`src/wdtc_consts.vh`:
```
// constants of the watchdog timer control block
`ifndef WDTC_CONSTS_VH
`define WDTC_CONSTS_VH

// register port
`define WDTC_ADDR_W        4
`define WDTC_DATA_W        8
`define WDTC_OFS_CTRL      4'h0
`define WDTC_OFS_STATUS    4'h1
`define WDTC_OFS_CLEAR     4'h2
`define WDTC_OFS_ENABLE    4'h3

// control/status bit map
`define WDTC_BIT_FLAG      7
`define WDTC_BIT_IRQEN     6
`define WDTC_BIT_SEL3      5
`define WDTC_BIT_UNLOCK    4
`define WDTC_BIT_RSTEN     3
`define WDTC_SEL_LO_HI     2
`define WDTC_SEL_LO_LO     0

// event status bits
`define WDTC_EV_W          2
`define WDTC_EV_TIMEOUT    0
`define WDTC_EV_RESET      1

// reset values
`define WDTC_CTRL_RST      8'h00
`define WDTC_EV_RST        2'h0
`define WDTC_SEL_RST       4'h0

// fuse encoding
`define WDTC_FUSE_PROG     1'b0

// time-out select
`define WDTC_SEL_W         4
`define WDTC_SEL_MAX       4'h9
`define WDTC_BASE_CYCLES   21'h000800
`define WDTC_CNT_W         21

// change window length in processor cycles
`define WDTC_UNLOCK_CYCLES 3'h4
`define WDTC_UNLOCK_W      3

`endif

```
`src/wdtc_osc_sync.v`:
```
// two-stage synchroniser and rising edge detector for the slow oscillator
`timescale 1ns/1ps
module wdtc_osc_sync (
  // clock and reset
  input  wire clk_sys,
  input  wire reset_n,
  // oscillator level and tick out
  input  wire oscIn,
  output reg  tickOut
);

  reg stage1_reg;
  reg stage2_reg;
  reg stage3_reg;

  // stage1 is read only by stage2
  always @(posedge clk_sys or negedge reset_n) begin
    if (!reset_n) begin
      stage1_reg <= 1'b0;
      stage2_reg <= 1'b0;
      stage3_reg <= 1'b0;
      tickOut    <= 1'b0;
    end else begin
      stage1_reg <= oscIn;
      stage2_reg <= stage1_reg;
      stage3_reg <= stage2_reg;
      tickOut    <= stage2_reg & ~stage3_reg; // RULE_19
    end
  end

endmodule

```
`src/wdtc_counter.v`:
```
// time-out counter stepped by synchronised oscillator ticks
`timescale 1ns/1ps
`include "wdtc_consts.vh"
module wdtc_counter (
  // clock and reset
  input  wire                     clk_sys,
  input  wire                     reset_n,
  // control
  input  wire                     tick,
  input  wire                     run,
  input  wire                     restart,
  input  wire [`WDTC_SEL_W-1:0]   sel,
  // event
  output reg                      expire
);

  reg [`WDTC_CNT_W-1:0] count_reg;

  // reserved codes fall back to the longest period
  function [`WDTC_CNT_W-1:0] limitOf;
    input [`WDTC_SEL_W-1:0] code;
    begin
      if (code > `WDTC_SEL_MAX)
        limitOf = `WDTC_BASE_CYCLES << `WDTC_SEL_MAX; // RULE_18
      else
        limitOf = `WDTC_BASE_CYCLES << code; // RULE_11
    end
  endfunction

  ////////////////////////////////////////////////////////////////////////
  always @(posedge clk_sys or negedge reset_n) begin
    if (!reset_n) begin
      count_reg <= {`WDTC_CNT_W{1'b0}};
      expire    <= 1'b0;
    end else begin
      expire <= 1'b0;
      if (restart || !run) begin
        count_reg <= {`WDTC_CNT_W{1'b0}}; // RULE_15
      end else if (tick) begin
        // a shorter period chosen mid-count expires on the next tick
        if (count_reg >= limitOf(sel) - 21'h000001) begin
          count_reg <= {`WDTC_CNT_W{1'b0}};
          expire    <= 1'b1; // RULE_14
        end else begin
          count_reg <= count_reg + 21'h000001;
        end
      end
    end
  end

endmodule

```
`src/wdtc_top.v`:
```
// watchdog timer control: register port, mode decode, change window, events
//
// Overview of operation
// (RULE_01) time-out in interrupt mode sets flag; vector or written one clears it
// (RULE_02) interrupt request while global enable, irq enable and flag all set
// (RULE_03) mode from fuse, reset enable, irq enable: stopped/irq/reset/irq-then-reset
// (RULE_04) programmed fuse (0) forces reset mode; unprogrammed fuse reads 1
// (RULE_05) combined mode: vector clears irq enable and flag, leaving reset mode
// (RULE_06) combined mode: second time-out with flag still pending resets system
// (RULE_07) software re-arms irq enable after each interrupt, outside the handler
// (RULE_08) clearing reset enable or changing select only while unlock bit set
// (RULE_09) unlock bit clears itself four processor cycles after being written
// (RULE_10) reset enable reads set and cannot clear while watchdog reset flag set
// (RULE_11) time-out is 2048 oscillator cycles shifted left by select code 0..9
// (RULE_12) bits: flag 7, irq enable 6, select msb 5, unlock 4, reset enable 3
// (RULE_13) software restarts counter before changing select to avoid early time-out
// (RULE_14) counter steps on the separate slow oscillator, acts at time-out count
// (RULE_15) restart command zeroes counter; software issues it before time-out
// (RULE_16) software writes unlock+reset enable, then new values within four cycles
// (RULE_17) programmed fuse locks reset enable at one and irq enable at zero
// (RULE_18) reserved select codes act as the longest defined period
// (RULE_19) time-out is synchronised into processor clock before it acts
`timescale 1ns/1ps
`include "wdtc_consts.vh"
module wdtc_top (
  // clock and reset
  input  wire                    clk_sys,
  input  wire                    reset_n,
  // register port
  input  wire [`WDTC_ADDR_W-1:0] regAddr,
  input  wire [`WDTC_DATA_W-1:0] regWdata,
  input  wire                    regWrite,
  input  wire                    regRead,
  output reg  [`WDTC_DATA_W-1:0] regRdata,
  // processor core
  input  wire                    globalIrqEnable,
  input  wire                    irqVectorTaken,
  input  wire                    restartCmd,
  output reg                     timeoutIrqReq,
  // fuse and reset cause
  input  wire                    alwaysOnFuse,
  input  wire                    watchdogResetFlag,
  output reg                     systemResetReq,
  // slow oscillator
  input  wire                    wdOscIn,
  // event interrupt
  output reg                     eventIrq
);

  ////////////////////////////////////////////////////////////////////////
  // state
  reg                        timeoutIrqFlag_reg;
  reg                        timeoutIrqEnable_reg;
  reg                        resetOnTimeoutEnable_reg;
  reg [`WDTC_SEL_W-1:0]      timeoutSelect_reg;
  reg                        changeUnlock_reg;
  reg [`WDTC_UNLOCK_W-1:0]   unlockCount_reg;
  reg [`WDTC_EV_W-1:0]       eventStatus_reg;
  reg [`WDTC_EV_W-1:0]       eventEnable_reg;

  reg                        timeoutIrqFlag_next;
  reg                        timeoutIrqEnable_next;
  reg                        resetOnTimeoutEnable_next;
  reg [`WDTC_SEL_W-1:0]      timeoutSelect_next;
  reg                        changeUnlock_next;
  reg [`WDTC_UNLOCK_W-1:0]   unlockCount_next;
  reg [`WDTC_EV_W-1:0]       eventStatus_next;
  reg                        resetPulse_next;
  reg                        timeoutEvent_next;

  wire                       oscTick;
  wire                       expire;
  wire                       fuseProgrammed;
  wire                       rstEnEff;
  wire                       irqEnEff;
  wire                       running;
  wire [`WDTC_DATA_W-1:0]    ctrlView;
  wire                       wrCtrl;
  wire                       wrClear;
  wire                       wrEnable;

  ////////////////////////////////////////////////////////////////////////
  // mode decode
  assign fuseProgrammed = (alwaysOnFuse == `WDTC_FUSE_PROG); // RULE_04
  // reset enable also reads set under the fuse or the reset flag
  assign rstEnEff = resetOnTimeoutEnable_reg | fuseProgrammed | watchdogResetFlag; // RULE_10
  assign irqEnEff = timeoutIrqEnable_reg & ~fuseProgrammed; // RULE_17
  assign running  = rstEnEff | irqEnEff; // RULE_03

  assign wrCtrl   = regWrite && (regAddr == `WDTC_OFS_CTRL);
  assign wrClear  = regWrite && (regAddr == `WDTC_OFS_CLEAR);
  assign wrEnable = regWrite && (regAddr == `WDTC_OFS_ENABLE);

  assign ctrlView = {timeoutIrqFlag_reg,
                     irqEnEff,
                     timeoutSelect_reg[3],
                     changeUnlock_reg,
                     rstEnEff,
                     timeoutSelect_reg[2:0]}; // RULE_12

  ////////////////////////////////////////////////////////////////////////
  // oscillator and counter
  wdtc_osc_sync uSync (
    .clk_sys (clk_sys),
    .reset_n (reset_n),
    .oscIn   (wdOscIn),
    .tickOut (oscTick)
  );

  wdtc_counter uCounter (
    .clk_sys (clk_sys),
    .reset_n (reset_n),
    .tick    (oscTick),
    .run     (running),
    .restart (restartCmd),
    .sel     (timeoutSelect_reg),
    .expire  (expire)
  );

  ////////////////////////////////////////////////////////////////////////
  // next state
  always @* begin
    timeoutIrqFlag_next       = timeoutIrqFlag_reg;
    timeoutIrqEnable_next     = timeoutIrqEnable_reg;
    resetOnTimeoutEnable_next = resetOnTimeoutEnable_reg;
    timeoutSelect_next        = timeoutSelect_reg;
    changeUnlock_next         = changeUnlock_reg;
    unlockCount_next          = unlockCount_reg;
    eventStatus_next          = eventStatus_reg;
    resetPulse_next           = 1'b0;
    timeoutEvent_next         = 1'b0;

    // change window closes on its own
    if (changeUnlock_reg) begin
      if (unlockCount_reg == {`WDTC_UNLOCK_W{1'b0}})
        changeUnlock_next = 1'b0; // RULE_09
      else
        unlockCount_next = unlockCount_reg - 3'h1; // RULE_09
    end

    // vector execution clears flag, and irq enable in combined mode
    if (irqVectorTaken) begin
      timeoutIrqFlag_next = 1'b0; // RULE_01
      if (rstEnEff)
        timeoutIrqEnable_next = 1'b0; // RULE_05
    end

    // software write to control/status
    if (wrCtrl) begin
      if (regWdata[`WDTC_BIT_FLAG])
        timeoutIrqFlag_next = 1'b0; // RULE_01
      timeoutIrqEnable_next = regWdata[`WDTC_BIT_IRQEN] & ~fuseProgrammed; // RULE_17
      if (regWdata[`WDTC_BIT_RSTEN])
        resetOnTimeoutEnable_next = 1'b1;
      else if (changeUnlock_reg && !watchdogResetFlag)
        resetOnTimeoutEnable_next = 1'b0; // RULE_08
      if (changeUnlock_reg)
        timeoutSelect_next = {regWdata[`WDTC_BIT_SEL3],
                              regWdata[`WDTC_SEL_LO_HI:`WDTC_SEL_LO_LO]}; // RULE_08
      // a write with unlock low is the second step and shuts the window
      if (regWdata[`WDTC_BIT_UNLOCK]) begin
        changeUnlock_next = 1'b1;
        unlockCount_next  = `WDTC_UNLOCK_CYCLES - 3'h1; // RULE_09
      end else begin
        changeUnlock_next = 1'b0;
      end
    end

    // reset flag pins reset enable high
    if (watchdogResetFlag || fuseProgrammed)
      resetOnTimeoutEnable_next = 1'b1; // RULE_10

    // time-out action; a set beats any clear in the same cycle
    if (expire) begin
      timeoutEvent_next = 1'b1;
      if (fuseProgrammed) begin
        resetPulse_next = 1'b1; // RULE_04
      end else if (irqEnEff && !rstEnEff) begin
        timeoutIrqFlag_next = 1'b1; // RULE_01
      end else if (!irqEnEff && rstEnEff) begin
        resetPulse_next = 1'b1; // RULE_03
      end else if (irqEnEff && rstEnEff) begin
        if (timeoutIrqFlag_reg)
          resetPulse_next = 1'b1; // RULE_06
        else
          timeoutIrqFlag_next = 1'b1; // RULE_03
      end
    end

    // sticky event status, set wins over clear
    if (wrClear)
      eventStatus_next = eventStatus_reg & ~regWdata[`WDTC_EV_W-1:0];
    if (timeoutEvent_next)
      eventStatus_next[`WDTC_EV_TIMEOUT] = 1'b1;
    if (resetPulse_next)
      eventStatus_next[`WDTC_EV_RESET] = 1'b1;
  end

  ////////////////////////////////////////////////////////////////////////
  // registers
  always @(posedge clk_sys or negedge reset_n) begin
    if (!reset_n) begin
      timeoutIrqFlag_reg       <= 1'b0;
      timeoutIrqEnable_reg     <= 1'b0;
      resetOnTimeoutEnable_reg <= 1'b0;
      timeoutSelect_reg        <= `WDTC_SEL_RST;
      changeUnlock_reg         <= 1'b0;
      unlockCount_reg          <= {`WDTC_UNLOCK_W{1'b0}};
      eventStatus_reg          <= `WDTC_EV_RST;
      eventEnable_reg          <= `WDTC_EV_RST;
      systemResetReq           <= 1'b0;
      timeoutIrqReq            <= 1'b0;
      eventIrq                 <= 1'b0;
    end else begin
      timeoutIrqFlag_reg       <= timeoutIrqFlag_next;
      timeoutIrqEnable_reg     <= timeoutIrqEnable_next;
      resetOnTimeoutEnable_reg <= resetOnTimeoutEnable_next;
      timeoutSelect_reg        <= timeoutSelect_next;
      changeUnlock_reg         <= changeUnlock_next;
      unlockCount_reg          <= unlockCount_next;
      eventStatus_reg          <= eventStatus_next;
      if (wrEnable)
        eventEnable_reg <= regWdata[`WDTC_EV_W-1:0];
      systemResetReq <= resetPulse_next;
      // request follows the registered flag by one cycle
      timeoutIrqReq  <= globalIrqEnable & irqEnEff & timeoutIrqFlag_reg; // RULE_02
      eventIrq       <= |(eventStatus_reg & eventEnable_reg);
    end
  end

  ////////////////////////////////////////////////////////////////////////
  // read port, data one cycle after the strobe
  always @(posedge clk_sys or negedge reset_n) begin
    if (!reset_n) begin
      regRdata <= `WDTC_CTRL_RST;
    end else if (regRead) begin
      case (regAddr)
        `WDTC_OFS_CTRL:   regRdata <= ctrlView; // RULE_12
        `WDTC_OFS_STATUS: regRdata <= {6'h00, eventStatus_reg};
        `WDTC_OFS_ENABLE: regRdata <= {6'h00, eventEnable_reg};
        default:          regRdata <= 8'h00;
      endcase
    end else begin
      regRdata <= 8'h00;
    end
  end

endmodule

```
`config.mk`:
```
export PLATFORM = sky130hd
export DESIGN_NAME = wdtc_top
export DESIGN_NICKNAME = d
export VERILOG_FILES = /design/src/wdtc_osc_sync.v /design/src/wdtc_counter.v /design/src/wdtc_top.v
export VERILOG_INCLUDE_DIRS = /design/src /design/src/src
export SDC_FILE = /design/constraint.sdc
export NUM_CORES = 1
export LEC_CHECK = 0
export BUFFER_PORTS_ARGS = -buffer_cell sky130_fd_sc_hd__buf_4
export CELL_PAD_IN_SITES_DETAIL_PLACEMENT = 2
export CELL_PAD_IN_SITES_GLOBAL_PLACEMENT = 2
export CORE_MARGIN = 2
export CORE_UTILIZATION = 40
export CTS_CLUSTER_SIZE = 10
export DETAILED_ROUTE_END_ITERATION = 16
export PLACE_DENSITY = 0.86
export SYNTH_ARGS = -nofsm -noshare
export SYNTH_HDL_FRONTEND = slang
export SYNTH_SLANG_ARGS = --single-unit
```
`constraint.sdc`:
```
create_clock -name clk_sys -period 9.48 [get_ports clk_sys]
set_input_delay 1.896 -clock clk_sys [delete_from_list [all_inputs] [get_ports clk_sys]]
set_output_delay 1.896 -clock clk_sys [all_outputs]
set_load 0.01 [all_outputs]
```
# Word level (Yosys, flattened, before mapping)
# Index checks and enable logic that the tools add are counted.
dict set report totals {
  out_inout_bits 11
  mem_count 0
  register_bits 52
  word_cells 112
  inputBits 22
  mem_bits_ro 0
  latch_bits 0
  ram_bits 0
}
dict set report op_classes {
  n_eq_ne 3
  reduce_logical 26
  muxes 45
  multipliers 0
  addsub 3
  n_bitwise 13
  n_shift 1
  order_cmp 2
  div_mod_pow 0
}
# op n
set op_table {}
lappend op_table {{$mux 21} 6}
lappend op_table {{$mux 1} 32}
lappend op_table {{$pmux 8 s3} 1}
lappend op_table {{$add 21x1->21 const B} 1}
lappend op_table {{$ge 21x21->1} 1}
lappend op_table {{$shl 12x4->21 const A} 1}
lappend op_table {{$sub 21x1->21 const B} 1}
lappend op_table {{$mux 3} 4}
lappend op_table {{$reduce_bool 2->1} 6}
lappend op_table {{$eq 4x2->1 const B} 2}
lappend op_table {{$mux 8} 1}
lappend op_table {{$logic_and 1x1->1} 7}
lappend op_table {{$reduce_and 2->1} 3}
lappend op_table {{$and 1x1->1} 5}
lappend op_table {{$and 2x2->2} 2}
lappend op_table {{$eq 4x1->1 const B} 1}
lappend op_table {{$gt 4x4->1 const B} 1}
lappend op_table {{$logic_not 1->1} 4}
lappend op_table {{$logic_not 4->1} 1}
lappend op_table {{$logic_not 3->1} 1}
lappend op_table {{$or 1x1->1} 3}
lappend op_table {{$reduce_bool 3->1} 1}
lappend op_table {{$sub 3x1->3 const B} 1}
lappend op_table {{$logic_or 1x1->1} 2}
lappend op_table {{other kinds (4)} 5}

# Logic depth before layout (Yosys ltp)
dict set report logic_depth {
  ltp_word 12
  ltp_mapped 17
  mapped_depth_nobuf 14
}

# Hierarchy
# A second synthesis with hierarchy kept.
dict set report unflattened {
  hier_cells 299
  hier_area_um2 2979.1
}
# mod n_inst area_each_um2 seq_area_each_um2 cells_per_inst
set modules_own_cells {}
lappend modules_own_cells {wdtc_counter 1 1700.4 550.5 199}
lappend modules_own_cells {wdtc_top 1 1164.9 650.6 95}
lappend modules_own_cells {wdtc_osc_sync 1 113.9 100.1 5}

# Least setup slack after synthesis
# No wires, ideal clock.
dict set report synth_path {
  kind {register -> register}
  startpoint {reg timeoutSelect_reg[2]}
  endpoint {reg uCounter.count_reg[4]}
  path_buffers 2
  setup_time_ps 76
  required_time_ps 9404
  synth_period_minus_slack_ps 3280
  setup_slack_ps 6200
  stages_incl_launch_ff 16
  t_arrival_ps 3203
  path_cell_list {dfrtp_1 -> clkbuf_1 -> or4_1 -> ha_1 -> clkbuf_1 -> nor4_1 -> a21oi_1 -> nor2_1 -> a21oi_1 -> ha_1 -> nand4_1 -> nor3_1 -> or3_4 -> nor4_2 -> a21oi_1 -> o21ai_1}
}
dict set report synth_between {
  elab_chain_cells 9
  word_cells_on_any_way 10
  cone_classes {add/sub: 1; order compare: 2; shift: 1; mux: 6}
}
# element line_no
set synth_lines {}
lappend synth_lines {{from (decl)} wdtc_top.v:55} ;# reg [`WDTC_SEL_W-1:0] timeoutSelect_reg;
lappend synth_lines {{from (signal assigned)} wdtc_top.v:206} ;# timeoutSelect_reg <= `WDTC_SEL_RST;
lappend synth_lines {{from (signal assigned)} wdtc_top.v:218} ;# timeoutSelect_reg <= timeoutSelect_next;
lappend synth_lines {{$shl 12x4->21 (no source line) / $gt 4x4->1 (equally long branches)} n/a}
lappend synth_lines {{$mux 21 (*)} wdtc_counter.v:23} ;# if (code > `WDTC_SEL_MAX)
lappend synth_lines {{$mux 21 (*)} wdtc_counter.v:39} ;# end else if (tick) begin
lappend synth_lines {{$mux 21 (*)} wdtc_counter.v:37} ;# if (restart || !run) begin
lappend synth_lines {{$sub 21x1->21 (*)} wdtc_counter.v:41} ;# if (count_reg >= limitOf(sel) - 21'h000001) begin
lappend synth_lines {{$ge 21x21->1 (*)} wdtc_counter.v:41}
lappend synth_lines {{$mux 21 (*)} wdtc_counter.v:41}
lappend synth_lines {{$mux 21 (*)} wdtc_counter.v:39}
lappend synth_lines {{$mux 21 (*)} wdtc_counter.v:37}
lappend synth_lines {{to (signal assigned)} wdtc_counter.v:38} ;# count_reg <= {`WDTC_CNT_W{1'b0}};
lappend synth_lines {{to (signal assigned)} wdtc_counter.v:42} ;# count_reg <= {`WDTC_CNT_W{1'b0}};
lappend synth_lines {{to (signal assigned)} wdtc_counter.v:45} ;# count_reg <= count_reg + 21'h000001;
lappend synth_lines {{to (decl)} wdtc_counter.v:17} ;# reg [`WDTC_CNT_W-1:0] count_reg;
# Mark *: on every way between the ends. The rest lies on a longest branch, timed or not. The select of a mux whose other input is x is not followed.
# A chain may end at the register's enable or synchronous reset.

# Worst setup path after layout
dict set report layout_path {
  startpoint {reg timeoutSelect_reg[3]}
  endpoint {reg uCounter.count_reg[4]}
}
# The elaborated chain is that of the path after synthesis.

==> results by group <==
Placed design
  • DP Cell Count: 367
  • DP Wirelength: 5300 um
  • GP Congestion: 0.688
  • Dpl ws: 5.84 ns
  • I/O Buffers: 32

Floorplanning
  • Core Region: 6680 um2
  • Site Rows: 30
  • Starting Density: 40.6%
  • Die ar.: 7460 um2
  • Die height: 86.4 um
  • Die width: 86.4 um
  • Top Ports: 33

Timing
  • Worst-margin pin slew: 0.684 ns
  • Max-slew violation count: 0
  • Final Critical Period: 3.70 ns
  • Setup repair after global routing missed its margin: no
  • Hold Vio Cnt, Final: 0
  • Post-Route Setup TNS: 0 ns
  • Slew headroom: 54.4%
  • Peak Freq: 0.270 GHz
  • Tcrit/Tclk final: 39.0%
  • Endpoints failing setup: 0
  • Final WS setup: 5.78 ns
  • Final Skew: 0.0115 ns

Clock network
  • Cts repair resizes: 0
  • Clock Tree Buf Depth: 2
  • Clock Tree Root: clkbuf_8
  • Worst-skew pair later-pin latency: 0.32 ns
  • CTS tree: yes
  • CTS Buf Count: 5
  • Setup Buffers After CTS: 0
  • CTS sink count: 52
  • H-tree levels: 2
  • Clock slew at reported path FFs: 0.11 ns
  • Cts hold-fix bufs: 0

Outcome
  • Status: completed

Global routing
  • Overall routing resource usage: 21.4%
  • Vias in the first global route: 2355
  • Largest net degree at the start of global routing: 53
  • GRT Residual Overflow: 0
  • First-pass GRT wire length: 12100 um
  • Initial antenna violation count: 0

Critical path
  • Worst Setup Start Kind: flop
  • CP Max Fanout: 10
  • Worst endpoint required time: 9.72 ns
  • FF-to-FF Start: timeoutSelect_reg[3]
  • Worst setup EP type: flop
  • Critical Path Start: timeoutSelect_reg[3]
  • WS Path Type: reg -> reg
  • CP Data Arrival Time: 3.94 ns

Routing
  • Drt initial violations: 94
  • DRC viols: 0
  • DRT Pass-1 Iters: 4
  • Post-detailed-routing wire length: 7360 um
  • Detailed-route via count: 2056
  • Wirelength per Cell: 19.6 um
  • Final antenna-violating net count: 0
  • Vias/cell: 5.48

Logic synthesis
  • Syn nets: 299
  • Post-Synth XOR/XNOR Area: 6.45%
  • Number of synthesized flops with an enable pin: 0
  • YS warnings: 0
  • Cells after Synth: 263
  • Synth unique cells: 46
  • Mux share of post-synthesis cell area: 4.01%
  • Largest family of logic cells by synthesized area: simple AND/OR/NAND/NOR gates
  • Adder-cell share of the synthesized area: 6.45%
  • Top_reg_cell synth: dfrtp_1
  • Synth Cell Area: 2720 um2
  • Synth Register Bits: 52
  • Post-synthesis sequential area ratio: 47.9%
  • Synth Area per Inst: 10.3 um2
  • Compound-Gate Fraction of Synth Area: 8.34%
  • Simple-gate share of the synthesized area: 24.1%
  • Async SR Flop Fraction: 100%

Power and ir drop
  • Clock share of power: 25.4%
  • Lkg Pwr: 1.46 nW
  • Worst vdd ir: 0.0000991 V
  • Part of the power in registers: 48.1%
  • P per Cell Area: 171 nW/um2
  • Switching Fraction: 34.2%
  • Sw Pwr: 0.182 mW
  • Internal power: 0.350 mW
  • Combinational Power Share: 26.6%

Min path
  • Hold_sp: uSync.stage2_reg
  • Worst min-delay path class: reg -> reg

Cells and area
  • Layout area overhead: 14.4%
  • Ant. Diodes: 0
  • Share of cells above drive strength 1: 20.3%
  • Finished Layout Cells: 375
  • Fillers: 727
  • Max reg flops: 21
  • Final nets: 330

Flow run
  • Max Cap Viol: 0
-- synthesized netlist by cell type, types with 7 or more instances --
| cell | number | area share, % |
|---|---|---|
| clkbuf_1 | 7 | 0.97 |
| ha_1 | 14 | 6.5 |
| a21oi_1 | 11 | 2.0 |
| nand2_1 | 26 | 3.6 |
| dfrtp_1 | 52 | 48 |
| o21ai_0 | 8 | 1.5 |
| xor2_1 | 15 | 4.8 |
| mux2_2 | 7 | 2.9 |
| nand3_1 | 12 | 2.2 |
| nor2_1 | 34 | 4.7 |
| inv_1 | 9 | 1.2 |
-- worst paths after layout --
kind	cells after the start	to	slack, ns
setup / recovery	13	uCounter.count_reg[4]	5.78
hold / removal	0	uSync.stage3_reg	0.38
setup reg to reg	13	uCounter.count_reg[4]	5.78
hold reg to reg	0	uSync.stage3_reg	0.38
max in group asynchronous	1	uCounter.count_reg[4]	7.40
min in group asynchronous	1	eventEnable_reg[1]	1.59
-- layout make-up --
class / instances / area, um2 / share of cell area (%)
multi-input cells: 194 / 1340 / 43.2
clock inverters: 2 / 16.3 / 0.524
inverters: 9 / 33.8 / 1.09
flip-flops and latches: 52 / 1300 / 41.9
repair buffers: 32 / 240 / 7.73
well taps: 80 / 100 / 3.22
clock buffers: 6 / 72.6 / 2.34
-- placed cells by master, fill, tap and decap left out, types with 2 or more instances in the layout --
master,instances
a21o_1,3
a21oi_1,11
a22o_1,2
a31oi_1,2
and2_1,3
and3_1,2
and3_4,2
and4_1,4
buf_4,32
clkbuf_8,5
dfrtp_1,52
ha_1,14
inv_1,9
mux2_2,7
mux2i_1,3
nand2_1,26
nand2b_1,2
nand3_1,12
nand3b_1,2
nand4_1,5
nor2_1,34
nor3_1,5
nor3_4,4
nor4_1,4
o21ai_0,8
xnor2_1,5
xor2_1,15
-- routing by layer --
metal | up-vias | routed length (um) | track usage, % | part of all wire, %
met5 | - | 0 | 0 | 0
met4 | 0 | 111 | 6.82 | 1.5
met3 | 8 | 99 | 2.86 | 1.3
met2 | 16 | 3970 | 38.8 | 54
met1 | 1056 | 3180 | 26.2 | 43
li1 | 976 | - | - | -
-- logic make-up after synthesis --
| logic type | Yosys count |
|---|---|
| xor+xnor | 20 |
| fa+ha+maj | 14 |
| flops | 52 |
| other cells | 1 |
| simple gates | 115 |
| buf+inv | 17 |
| compound gates | 34 |
| mux | 10 |
-- power by group through the flow --
| stage | combinational [mW] | sequential (mW) | clock, mW |
|---|---|---|---|
| finish | 0.141 | 0.256 | 0.135 |
| global route | 0.163 | 0.259 | 0.145 |
| CTS | 0.145 | 0.255 | 0.137 |
| global placement | 0.128 | 0.258 | 0 |
| floorplan | 0.108 | 0.247 | 0 |
| detailed placement | 0.142 | 0.260 | 0 |
-- through the flow --
stage | utilization (%) | power, mW | hold slack [ns] | instance area, um2
floorplan | - | 0.354 | 0.331 | 2720
global placement | 45.2 | 0.386 | 0.332 | 3020
CTS | 46.5 | 0.537 | 0.376 | 3110
finish | 46.5 | 0.532 | 0.376 | 3110
detailed placement | 45.2 | 0.402 | 0.350 | 3020
global route | 46.5 | 0.566 | 0.394 | 3110
-- critical path, cell delays in order (launching register included) --
cell and delay (ns):
dfrtp_1 0.50, or4_1 0.58, ha_1 0.33, nor4_1 0.32, a21oi_1 0.07, nor2_1 0.10, a21oi_1 0.06, ha_1 0.31
nand4_1 0.13, nor3_1 0.08, or3_4 0.36, nor4_2 0.46, a21oi_1 0.15, o21ai_1 0.16
No activity file was read; power rests on OpenSTA's default activity.
